--- src/rtl/isb_defines.vh ---
// Constants for the stacked expansion bus upper-row host controller
`ifndef ISB_DEFINES_VH
`define ISB_DEFINES_VH
// Bus cycle phase lengths in clock cycles
`define ISB_ADDR_CYCLES    3'h1
// Command phase outlasts the ready synchroniser, so a wait request is seen in time
`define ISB_CMD_CYCLES     3'h4
`define ISB_WAIT_MAX       8'hFF
// DMA channel count and acknowledge idle value (active low)
`define ISB_DMA_CHANNELS   8
`define ISB_DACK_IDLE      8'hFF
// Upper address field of the 24-bit bus address
`define ISB_LA_HI          23
`define ISB_LA_LO          17
// Terminal count pulse length in cycles
`define ISB_TC_CYCLES      2'h1
`endif

--- src/rtl/isb_sync.v ---
// Three-stage input synchroniser with agreement filter
`timescale 1ns/1ps
module isb_sync
#(
    parameter WIDTH = 1
)
(
    // Clock and control
    input  wire             clock,
    input  wire             reset,
    input  wire             clk_en,
    // Data
    input  wire [WIDTH-1:0] async_in,
    input  wire [WIDTH-1:0] reset_val,
    output reg  [WIDTH-1:0] sync_out
);
    reg [WIDTH-1:0] s1_reg;
    reg [WIDTH-1:0] s2_reg;
    reg [WIDTH-1:0] s3_reg;
    genvar i;

    always @(posedge clock)
    begin
        if (reset)
        begin
            // Stages start at the idle level so no false change follows reset
            s1_reg <= reset_val;
            s2_reg <= reset_val;
            s3_reg <= reset_val;
        end
        else if (clk_en)
        begin
            s1_reg <= async_in;
            s2_reg <= s1_reg;
            s3_reg <= s2_reg;
        end
    end

    // Change accepted only once stages two and three agree
    generate
        for (i = 0; i < WIDTH; i = i + 1)
        begin : g_bit
            always @(posedge clock)
            begin
                if (reset)
                    sync_out[i] <= reset_val[i];
                else if (clk_en && (s2_reg[i] == s3_reg[i]))
                    sync_out[i] <= s3_reg[i];
            end
        end
    endgenerate
endmodule

--- src/rtl/isb_host.v ---
// Host side of the stacked expansion bus: upper rows, DMA and master takeover
// Operation
// - The bus owner drives the byte-high enable low whenever a transfer uses data lines 15 to 8.
// - The host asserts memory read on every memory read cycle over the whole range.
// - The host asserts memory write on every memory write cycle over the whole range.
// - The host DMA controller asserts an active-low acknowledge to select the requester.
// - The host supplies the oscillator clock, which is asynchronous to the bus clock; the code re-times osc_out to the bus clock.
// - Upper address is latched on the falling edge of the latch enable, held high during DMA; the code drops it low once a master takes over.
// - The host pulses terminal count when a DMA channel operation is complete.
`timescale 1ns/1ps
`include "isb_defines.vh"
module isb_host
(
    // Clock, reset, enable
    input  wire        clock,
    input  wire        reset,
    input  wire        clk_en,
    input  wire        osc_in,
    // Processor side request
    input  wire        cpu_req,
    input  wire        cpu_write,
    input  wire [23:0] cpu_addr,
    input  wire [15:0] cpu_wdata,
    input  wire        cpu_word,
    output reg         cpu_done,
    output reg  [15:0] cpu_rdata,
    output reg         cpu_wide,
    // DMA completion control and interrupt pending
    input  wire [7:0]  dma_last,
    output reg  [7:0]  irq_pending,
    // Bus address and strobes
    output reg  [23:17] la_out,
    output reg  [19:0] sa_out,
    output reg         bale,
    output reg         aen,
    output reg         sbhe_n,
    output reg         memr_n,
    output reg         memw_n,
    output reg         osc_out,
    output reg         tc,
    // Data bus, two-way
    input  wire [15:0] sd_in,
    output reg  [15:0] sd_out,
    output reg         sd_oe,
    // Module claims and handshakes
    input  wire        memcs16_n,
    input  wire        iochrdy,
    input  wire        master_n,
    input  wire [7:0]  drq,
    input  wire [15:0] irq_in,
    output reg  [7:0]  dack_n,
    output reg         host_release
);
    localparam ST_IDLE = 6'h01;
    localparam ST_ADDR = 6'h02;
    localparam ST_CMD  = 6'h04;
    localparam ST_DMA  = 6'h08;
    localparam ST_MAST = 6'h10;
    localparam ST_END  = 6'h20;

    // Synchronised bus inputs, ready and master idle high
    wire [27:0] raw_in = {osc_in, memcs16_n, iochrdy, master_n, drq, irq_in};
    wire [27:0] rst_in = {1'b0, 1'b1, 1'b1, 1'b1, 8'h00, 16'h0000};
    wire [27:0] syn;
    wire        osc_s     = syn[27];
    wire        cs16_s_n  = syn[26];
    wire        rdy_s     = syn[25];
    wire        mast_s_n  = syn[24];
    wire [7:0]  drq_s     = syn[23:16];
    wire [15:0] irq_s     = syn[15:0];

    isb_sync #(.WIDTH(28)) u_sync
    (
        .clock    (clock),
        .reset    (reset),
        .clk_en   (clk_en),
        .async_in (raw_in),
        .reset_val(rst_in),
        .sync_out (syn)
    );

    reg [5:0]  state_reg;
    reg [2:0]  cnt_reg;
    reg [2:0]  chan_reg;
    reg        wr_reg;
    reg        word_reg;
    reg [23:0] addr_reg;
    reg [15:0] wdata_reg;
    reg [7:0]  held_reg;

    // A served channel stays masked until its stale synchronised request clears
    wire [7:0] drq_ok = drq_s & ~held_reg;

    // Lowest numbered active request wins
    reg [2:0] pick;
    reg       any_drq;
    integer   k;
    always @*
    begin
        pick = 3'h0;
        any_drq = 1'b0;
        for (k = 7; k >= 0; k = k - 1)
        begin
            if (drq_ok[k])
            begin
                pick = k[2:0];
                any_drq = 1'b1;
            end
        end
    end

    // Oscillator is only re-timed and passed on; no logic runs on it
    always @(posedge clock)
    begin
        if (reset)
            osc_out <= 1'b0;
        else if (clk_en)
            osc_out <= osc_s;
    end

    always @(posedge clock)
    begin
        if (reset)
            irq_pending <= 8'h00;
        else if (clk_en)
            irq_pending <= {irq_s[15], irq_s[14], irq_s[12:10], irq_s[7], irq_s[6] | irq_s[5], irq_s[4] | irq_s[3]};
    end

    // ----------------------------------------------------------------
    // Bus cycle sequencer
    // ----------------------------------------------------------------
    always @(posedge clock)
    begin
        if (reset)
        begin
            state_reg    <= ST_IDLE;
            cnt_reg      <= 3'h0;
            chan_reg     <= 3'h0;
            wr_reg       <= 1'b0;
            word_reg     <= 1'b0;
            addr_reg     <= 24'h000000;
            wdata_reg    <= 16'h0000;
            la_out       <= 7'h00;
            sa_out       <= 20'h00000;
            bale         <= 1'b0;
            aen          <= 1'b0;
            sbhe_n       <= 1'b1;
            memr_n       <= 1'b1;
            memw_n       <= 1'b1;
            tc           <= 1'b0;
            sd_out       <= 16'h0000;
            sd_oe        <= 1'b0;
            dack_n       <= `ISB_DACK_IDLE;
            host_release <= 1'b0;
            cpu_done     <= 1'b0;
            cpu_rdata    <= 16'h0000;
            cpu_wide     <= 1'b0;
            held_reg     <= 8'h00;
        end
        else if (clk_en)
        begin
            cpu_done <= 1'b0;
            tc       <= 1'b0;
            held_reg <= held_reg & drq_s;
            case (state_reg)
                ST_IDLE:
                begin
                    if (any_drq)
                    begin
                        // Request is held by the module until this acknowledge
                        chan_reg  <= pick;
                        dack_n    <= ~(8'h01 << pick);
                        aen       <= 1'b1;
                        bale      <= 1'b1;
                        state_reg <= ST_DMA;
                    end
                    else if (cpu_req)
                    begin
                        addr_reg  <= cpu_addr;
                        wdata_reg <= cpu_wdata;
                        wr_reg    <= cpu_write;
                        word_reg  <= cpu_word;
                        la_out    <= cpu_addr[`ISB_LA_HI:`ISB_LA_LO];
                        sa_out    <= cpu_addr[19:0];
                        bale      <= 1'b1;
                        sbhe_n    <= ~(cpu_word | cpu_addr[0]);
                        cnt_reg   <= `ISB_ADDR_CYCLES;
                        state_reg <= ST_ADDR;
                    end
                end
                ST_ADDR:
                begin
                    // Falling latch enable marks the upper address valid to modules
                    bale      <= 1'b0;
                    memr_n    <= wr_reg;
                    memw_n    <= ~wr_reg;
                    sd_oe     <= wr_reg;
                    sd_out    <= addr_reg[0] & ~word_reg ? {wdata_reg[7:0], 8'h00} : wdata_reg;
                    cnt_reg   <= `ISB_CMD_CYCLES;
                    state_reg <= ST_CMD;
                end
                ST_CMD:
                begin
                    if (cnt_reg != 3'h0)
                        cnt_reg <= cnt_reg - 3'h1;
                    else if (rdy_s)
                    begin
                        cpu_rdata <= sd_in;
                        // Claim is sampled late, once the decode of this address has crossed
                        cpu_wide  <= ~cs16_s_n;
                        memr_n    <= 1'b1;
                        memw_n    <= 1'b1;
                        sd_oe     <= 1'b0;
                        sbhe_n    <= 1'b1;
                        cpu_done  <= 1'b1;
                        state_reg <= ST_END;
                    end
                end
                ST_DMA:
                begin
                    if (!mast_s_n)
                    begin
                        // Master owns the lines; host keeps only the acknowledge low until it lets go
                        host_release <= 1'b1;
                        aen          <= 1'b0;
                        bale         <= 1'b0;
                        state_reg    <= ST_MAST;
                    end
                    else if (!drq_s[chan_reg] || dma_last[chan_reg])
                    begin
                        tc        <= dma_last[chan_reg];
                        held_reg  <= (held_reg & drq_s) | (8'h01 << chan_reg);
                        dack_n    <= `ISB_DACK_IDLE;
                        aen       <= 1'b0;
                        bale      <= 1'b0;
                        state_reg <= ST_END;
                    end
                end
                ST_MAST:
                begin
                    if (mast_s_n)
                    begin
                        host_release <= 1'b0;
                        held_reg     <= (held_reg & drq_s) | (8'h01 << chan_reg);
                        dack_n       <= `ISB_DACK_IDLE;
                        state_reg    <= ST_END;
                    end
                end
                ST_END:
                begin
                    state_reg <= ST_IDLE;
                end
                default:
                begin
                    state_reg <= ST_IDLE;
                end
            endcase
        end
    end
endmodule

--- config.mk ---
export PLATFORM = sky130hd
export DESIGN_NAME = isb_host
export DESIGN_NICKNAME = d
export VERILOG_FILES = /design/src/rtl/isb_sync.v /design/src/rtl/isb_host.v
export VERILOG_INCLUDE_DIRS = /design/src /design/src/rtl
export SDC_FILE = /design/constraint.sdc
export NUM_CORES = 1
export LEC_CHECK = 0
export ABC_AREA = 1
export BUFFER_PORTS_ARGS = -buffer_cell sky130_fd_sc_hd__buf_4
export CORE_MARGIN = 5
export CORE_UTILIZATION = 40
export DETAILED_ROUTE_END_ITERATION = 8
export PLACE_DENSITY = 0.67
export SYNTH_ARGS = -nofsm -noshare
export SYNTH_HDL_FRONTEND = slang
export SYNTH_HIERARCHICAL = 1
export SYNTH_SLANG_ARGS = --single-unit
--- constraint.sdc ---
create_clock -name clock -period 5.1 [get_ports clock]
set_clock_uncertainty 0.2 [all_clocks]
set_input_delay 0.765 -clock clock [delete_from_list [all_inputs] [get_ports clock]]
set_output_delay 0.765 -clock clock [all_outputs]
set_load 0.01 [all_outputs]
==> results of run 1 <==
[per-layer routing]
layer	part of all wire	vias to the layer above
met5	0	-
met2	0.46	168
li1	-	3977
met1	0.47	3502
met3	0.051	29
met4	0.022	0
[final cells by class]
class,instances,area (µm²),area share
flip-flops and latches,209,5065,0.4385
multi-input cells,740,3477,0.3011
repair buffers,184,1394,0.1207
clock buffers,35,670.6,0.05807
inverters,138,518.0,0.04485
well taps,313,391.6,0.03391
clock inverters,7,33.78,0.002925
[how the worst min path moves through the flow]
stage,startpoint,endpoint,depth (start not counted)
6_report,u_sync/sync_out[26],cpu_wide,1
5_1_grt,u_sync/sync_out[26],cpu_wide,1
4_1_cts,u_sync/sync_out[26],cpu_wide,1
3_5_place_dp,u_sync/sync_out[26],cpu_wide,1
3_3_place_gp,u_sync/sync_out[26],cpu_wide,1
2_1_floorplan,u_sync/sync_out[26],cpu_wide,1
[through the flow]
step	cell area (µm²)	cells	utilization
floorplan	9398	1144	-
global placement	10850	1584	0.4761
detailed placement	10850	1584	0.4761
CTS	11550	1626	0.5071
global route	11550	1626	0.5071
finish	11550	1626	0.5071
[cell usage in the layout (no fill, tap or decap), types with 7 or more instances in the layout]
cell type  instances
nand3_1           63
inv_1            131
conb_1            22
nand4_1            9
o21ai_1           40
clkbuf_1           7
dfxtp_1          121
clkbuf_16         23
a21oi_2           40
a21oi_1           38
nor2_1            82
edfxtp_1          88
nand2_1          307
buf_4            183
a31oi_1            8
o21ai_0          103
[power by group through the flow]
stage,clock network [W],registers [W],logic (W)
finish,0.00155,0.00195,0.000512
global route,0.00168,0.00196,0.000586
CTS,0.00160,0.00195,0.000514
detailed placement,0,0.00198,0.000512
global placement,0,0.00198,0.000501
floorplan,0,0.00197,0.000337
[worst register-to-register path, delay by kind of cell (launching register included)]
| family | cells | cell delay [ps] |
|---|---|---|
| AND/OR/NAND/NOR | 3 | 710 |
| buffers and inverters | 2 | 660 |
| flip-flops | 1 | 410 |
| AO/OA/AOI/OAI | 2 | 390 |
==> metrics.txt, run 1 <==
CP Data Arrival Time=2640 ps; clk buf depth=3; Crit path max-delay family=buffers and inverters; Worst Path Buf+Inv=3; CP most frequent cell=buf_4; Worst setup EP type=flop; VDD IR-drop max=267.0 µV; # diodes=0; Critical R2R Capture=cpu_wide; largest net degree at the start of global routing=67; setup TNS=0 ps; cells on worst reg2reg path=7; RSZ-0062 raised after global routing=no; Synth Instances=1124; dpl hpwl=14.28 mm; Die Width=162.7 µm; layout cell share with drive strength beyond 1=0.2125; FMAX=403.2 MHz; worst r2r src=state_reg[0]; Slew headroom=0.4948; Post-Syn Area=9323 µm²; FILL cells=2161; Die Ht=162.7 µm; worst-path fanout max=43; max-cap check violation count=0; sw frac=0.2575; CP cell instances=buf_4, inv_2, nor3_4, buf_4, a21oi_1; residual DRC count=0; crit path to=wdata_reg[0]; Avg Inst Size Synth=8.294 µm²; final setup violation count=0; WL/cell=13.40 µm; core area=22780 µm²; clock-pin slew on the worst setup and hold paths=60 ps; met2 Usage GRT=0.2594; Hold Path Class=flop to flop; Resized cells post-CTS=0; Pins Over Slew Limit=0; placer congestion estimate=0.8272; GRT Util Overall=0.1592; I/O Buffers=177; Fin Hold WS=221.2 ps; Yosys Warn Count=6; die area=26460 µm²; Clock Power Share=0.387; total number of vias=7676; global routing's busiest layer=met2; internal power=0.002980 W; Leak Pwr=5.268 nW; Nets=1396; first-pass GRT wire length=35.49 mm; met3 Track Usage GR=0.02506; required time of the critical path=5260 ps; met1 Use GR=0.2237; hold_buf cts=0; Power Density=347.5 nW/µm²; WP depth=5; Flop pwr share=0.485; CTS tree=done; Layout area overhead=23.89%; Root Buffer Master=clkbuf_16; Clock Latency Late Sink=500 ps; startpoint types=input pin; H-tree levels=1; row count=55; clock period minus final worst setup slack=2480 ps; share of the clock period used by the worst path=0.4864; dpl ws=2080 ps; Worst-Margin Slew=757.8 ps; Clock Sinks=209; P_sw=0.001034 W; Design Power=0.004014 W; initial antenna violation count=0; crit path from=clk_en; crit path kind=input pin to flop; io pins=184; Final WS setup=2620 ps; total gr overflow=0; status=completed; remaining antenna violation count=0; CP max stage cell=buf_4; R2R Setup Slk=2620 ps; First-pass DRT Iterations=5; Hold Violations, Final=0; clock buffer count from CTS=23; Initial Util=0.4093; vias per cell=4.721; drt initial violations=517; Post-CTS Setup Bufs=0; vias in the first global route=7144; CP peak stage delay=600 ps; part of the power in combinational logic=0.128; final WL=21.79 mm
Power figures use the tool's default switching activity.
==> run 2: changes to the inputs <==
--- a/config.mk
+++ b/config.mk
@@ -11,7 +11,7 @@
 export CORE_MARGIN = 5
 export CORE_UTILIZATION = 40
 export DETAILED_ROUTE_END_ITERATION = 8
-export PLACE_DENSITY = 0.67
+export PLACE_DENSITY = 0.7
 export SYNTH_ARGS = -nofsm -noshare
 export SYNTH_HDL_FRONTEND = slang
 export SYNTH_HIERARCHICAL = 1
==> constraint.sdc (replaced) <==
create_clock -name clock -period 2.09 [get_ports clock]
set_clock_uncertainty 0.2 [all_clocks]
set_input_delay 0.3135 -clock clock [delete_from_list [all_inputs] [get_ports clock]]
set_output_delay 0.3135 -clock clock [all_outputs]
set_load 0.01 [all_outputs]
==> run 2 against run 1 <==
Non-clock buffer count increased by 95. Final cell count increased by 5.9%. Wire length increased by 7.0%. Critical path type is now flop to flop. Largest cell class unchanged. Largest power group unchanged.
==> metrics.txt, run 2 (synthesis gave the netlist of run 1 again) <==
clock-pin slew on the worst setup and hold paths=60 ps (about the same); total gr overflow=0 (unchanged); io pins=184 (unchanged); final core area utilization=0.5527 (+0.04559); final setup violation count=0 (unchanged); Worst Hold Path EP=memw_n; residual DRC count=0 (unchanged); final WL=23.31 mm (+7.0%); GRT Util Overall=0.1715 (+0.01229); Layout area overhead=35.03%; I/O Buffers=177 (unchanged); Nets=1492 (+6.9%); First-pass DRT Iterations=7 (+2); CP Data Arrival Time=2180 ps (-460 ps); Leak Pwr=5.711 nW (+8.4%); required time of the critical path=2320 ps (-2940 ps); dpl ws=125.4 ps (-1954 ps); CP peak stage delay=420 ps (-180 ps); Layout Cells excl Fill=1722 (+5.9%); dpl hpwl=14.76 mm (+3.4%); CP max stage cell=edfxtp_1; placer congestion estimate=0.8532 (+3.1%); CP most frequent cell=nand2_1; R2R Setup Slk=140 ps (-2480 ps); Power Density=801.4 nW/µm² (+130%); Worst-Margin Slew=518.1 ps (-239.7 ps); startpoint types=flop; dpl cells=1597 (+0.82%); clk buf depth=3 (unchanged); CP cell instances=nand2_1, nand2_1, nor2_2, nand3_4, nor3_4, buf_12, o21ai_1, a21oi_2; Clock Sinks=209 (unchanged); Die Width=162.7 µm (unchanged); FMAX=511.7 MHz; Die Ht=162.7 µm (unchanged); commonest non-fill, non-tap cell in the layout=nand2_1; status=completed; layout cell share with drive strength beyond 1=0.2094 (-0.003122); crit path kind=flop to flop; initial antenna violation count=0 (unchanged); Worst setup EP type=flop; row count=55 (unchanged); Fin Hold WS=123.6 ps (-97.58 ps); CTS tree=done; share of the clock period used by the worst path=0.9350; WL/cell=13.53 µm (+1.0%); vias in the first global route=7894 (+10%); Clock Latency Late Sink=500 ps (about the same); worst r2r src=u_sync/sync_out[23]; H-tree levels=1 (unchanged); remaining antenna violation count=0 (unchanged); core area=22780 µm² (unchanged); hold path startpoint=reset; worst-path fanout max=42 (-2.3%); drt initial violations=633 (+22%); VDD IR-drop max=467.5 µV (+75%); hold path depth=4 (+3); Root Buffer Master=clkbuf_16; largest net degree at the start of global routing=91 (+36%); cells on worst reg2reg path=8 (+1); clock buffer count from CTS=24 (+4.3%); max-cap check violation count=0 (unchanged); first-pass GRT wire length=38.51 mm (+8.5%); total number of vias=8204 (+6.9%); Critical R2R Capture=la_out[17]; Hold Path Class=input pin to flop; Slew headroom=0.6542 (+0.1594); Pins Over Slew Limit=0 (unchanged); Hold Violations, Final=0 (unchanged); Final WS setup=135.9 ps (-2484 ps); clock period minus final worst setup slack=1954 ps; die area=26460 µm² (unchanged); most frequent cells in the layout=nand2_1 (307), buf_4 (191), inv_1 (131); # diodes=0 (unchanged); Initial Util=0.4093 (unchanged); FILL cells=2017 (-6.7%); vias per cell=4.764 (+0.92%)
[run 2: changes by cell type in the layout (fill, tap and decap cells not counted), sizes merged]
cell and delta:
dlygate4sd3 +81, inv -1, buf +14, clkinv -4
clkbuf +6
[run 2: routing by layer]
| metal | GRT usage | share of wire | up-vias | wire (µm) |
|---|---|---|---|---|
| li1 | - | - | 4177 | - |
| met1 | 0.2270 | 0.44 | 3762 | 10310 |
| met2 | 0.2946 | 0.48 | 228 | 11260 |
| met3 | 0.02759 | 0.053 | 37 | 1246 |
| met4 | 0.04346 | 0.021 | 0 | 491 |
| met5 | 0 | 0 | - | 0 |
[run 2: area by class of cell]
type,count,area (µm²),share of cell area
Clock buffer,41,725.7,0.05765
Clock inverter,2,10.01,0.0007952
Inverter,138,518.0,0.04115
Multi-Input combinational cell,740,3492,0.2774
Sequential cell,209,5066,0.4024
Tap cell,313,391.6,0.03111
Timing Repair Buffer,279,2385,0.1894
[run 2: report_power, final]
| part | internal [W] | total, W | leakage (nW) | switching (W) |
|---|---|---|---|---|
| Combinational | 0.000617 | 0.00145 | 3.46 | 0.000832 |
| Clock | 0.00234 | 0.00390 | 0.359 | 0.00156 |
| Sequential | 0.00459 | 0.00474 | 1.89 | 0.000155 |
| Total | 0.00755 | 0.0101 | 5.71 | 0.00254 |
[run 2: critical path: cells and delay by family (launching register included)]
| kind | cells | cell delay [ps] |
|---|---|---|
| and+or+nand+nor | 5 | 730 |
| DFF | 1 | 420 |
| AOI/OAI and AO/OA | 2 | 260 |
| buffers and inverters | 1 | 250 |
[run 2: worst max-delay path by stage]
| stage | start | cells after the start | to |
|---|---|---|---|
| final | u_sync/sync_out[23] | 8 | la_out[17] |
| after CTS | u_sync/sync_out[16] | 7 | wdata_reg[1] |
| after detailed placement | u_sync/sync_out[16] | 7 | wdata_reg[1] |
| after global placement | u_sync/sync_out[23] | 7 | wdata_reg[1] |
| after global routing | u_sync/sync_out[22] | 10 | dack_n[6] |
| after floorplan | clk_en | 2 | u_sync/s1_reg[10] |
[run 2: what timing repair did]
item                                   4_1_cts  5_1_grt
endpoints found under the hold margin       82        0
setup endpoints to repair                    0       30
hold buffers                                81        0
resized for setup                            0        4
setup buffers                                0        1
[run 2: stage by stage]
| stage | cell area [µm²] | TNS, ps | total power [W] |
|---|---|---|---|
| floorplan | 9398 | 0 | 0.005641 |
| global placement | 11020 | 0 | 0.006078 |
| detailed placement | 11020 | 0 | 0.006126 |
| CTS | 12560 | 0 | 0.01019 |
| global route | 12590 | -4.976 | 0.01062 |
| finish | 12590 | 0 | 0.01009 |
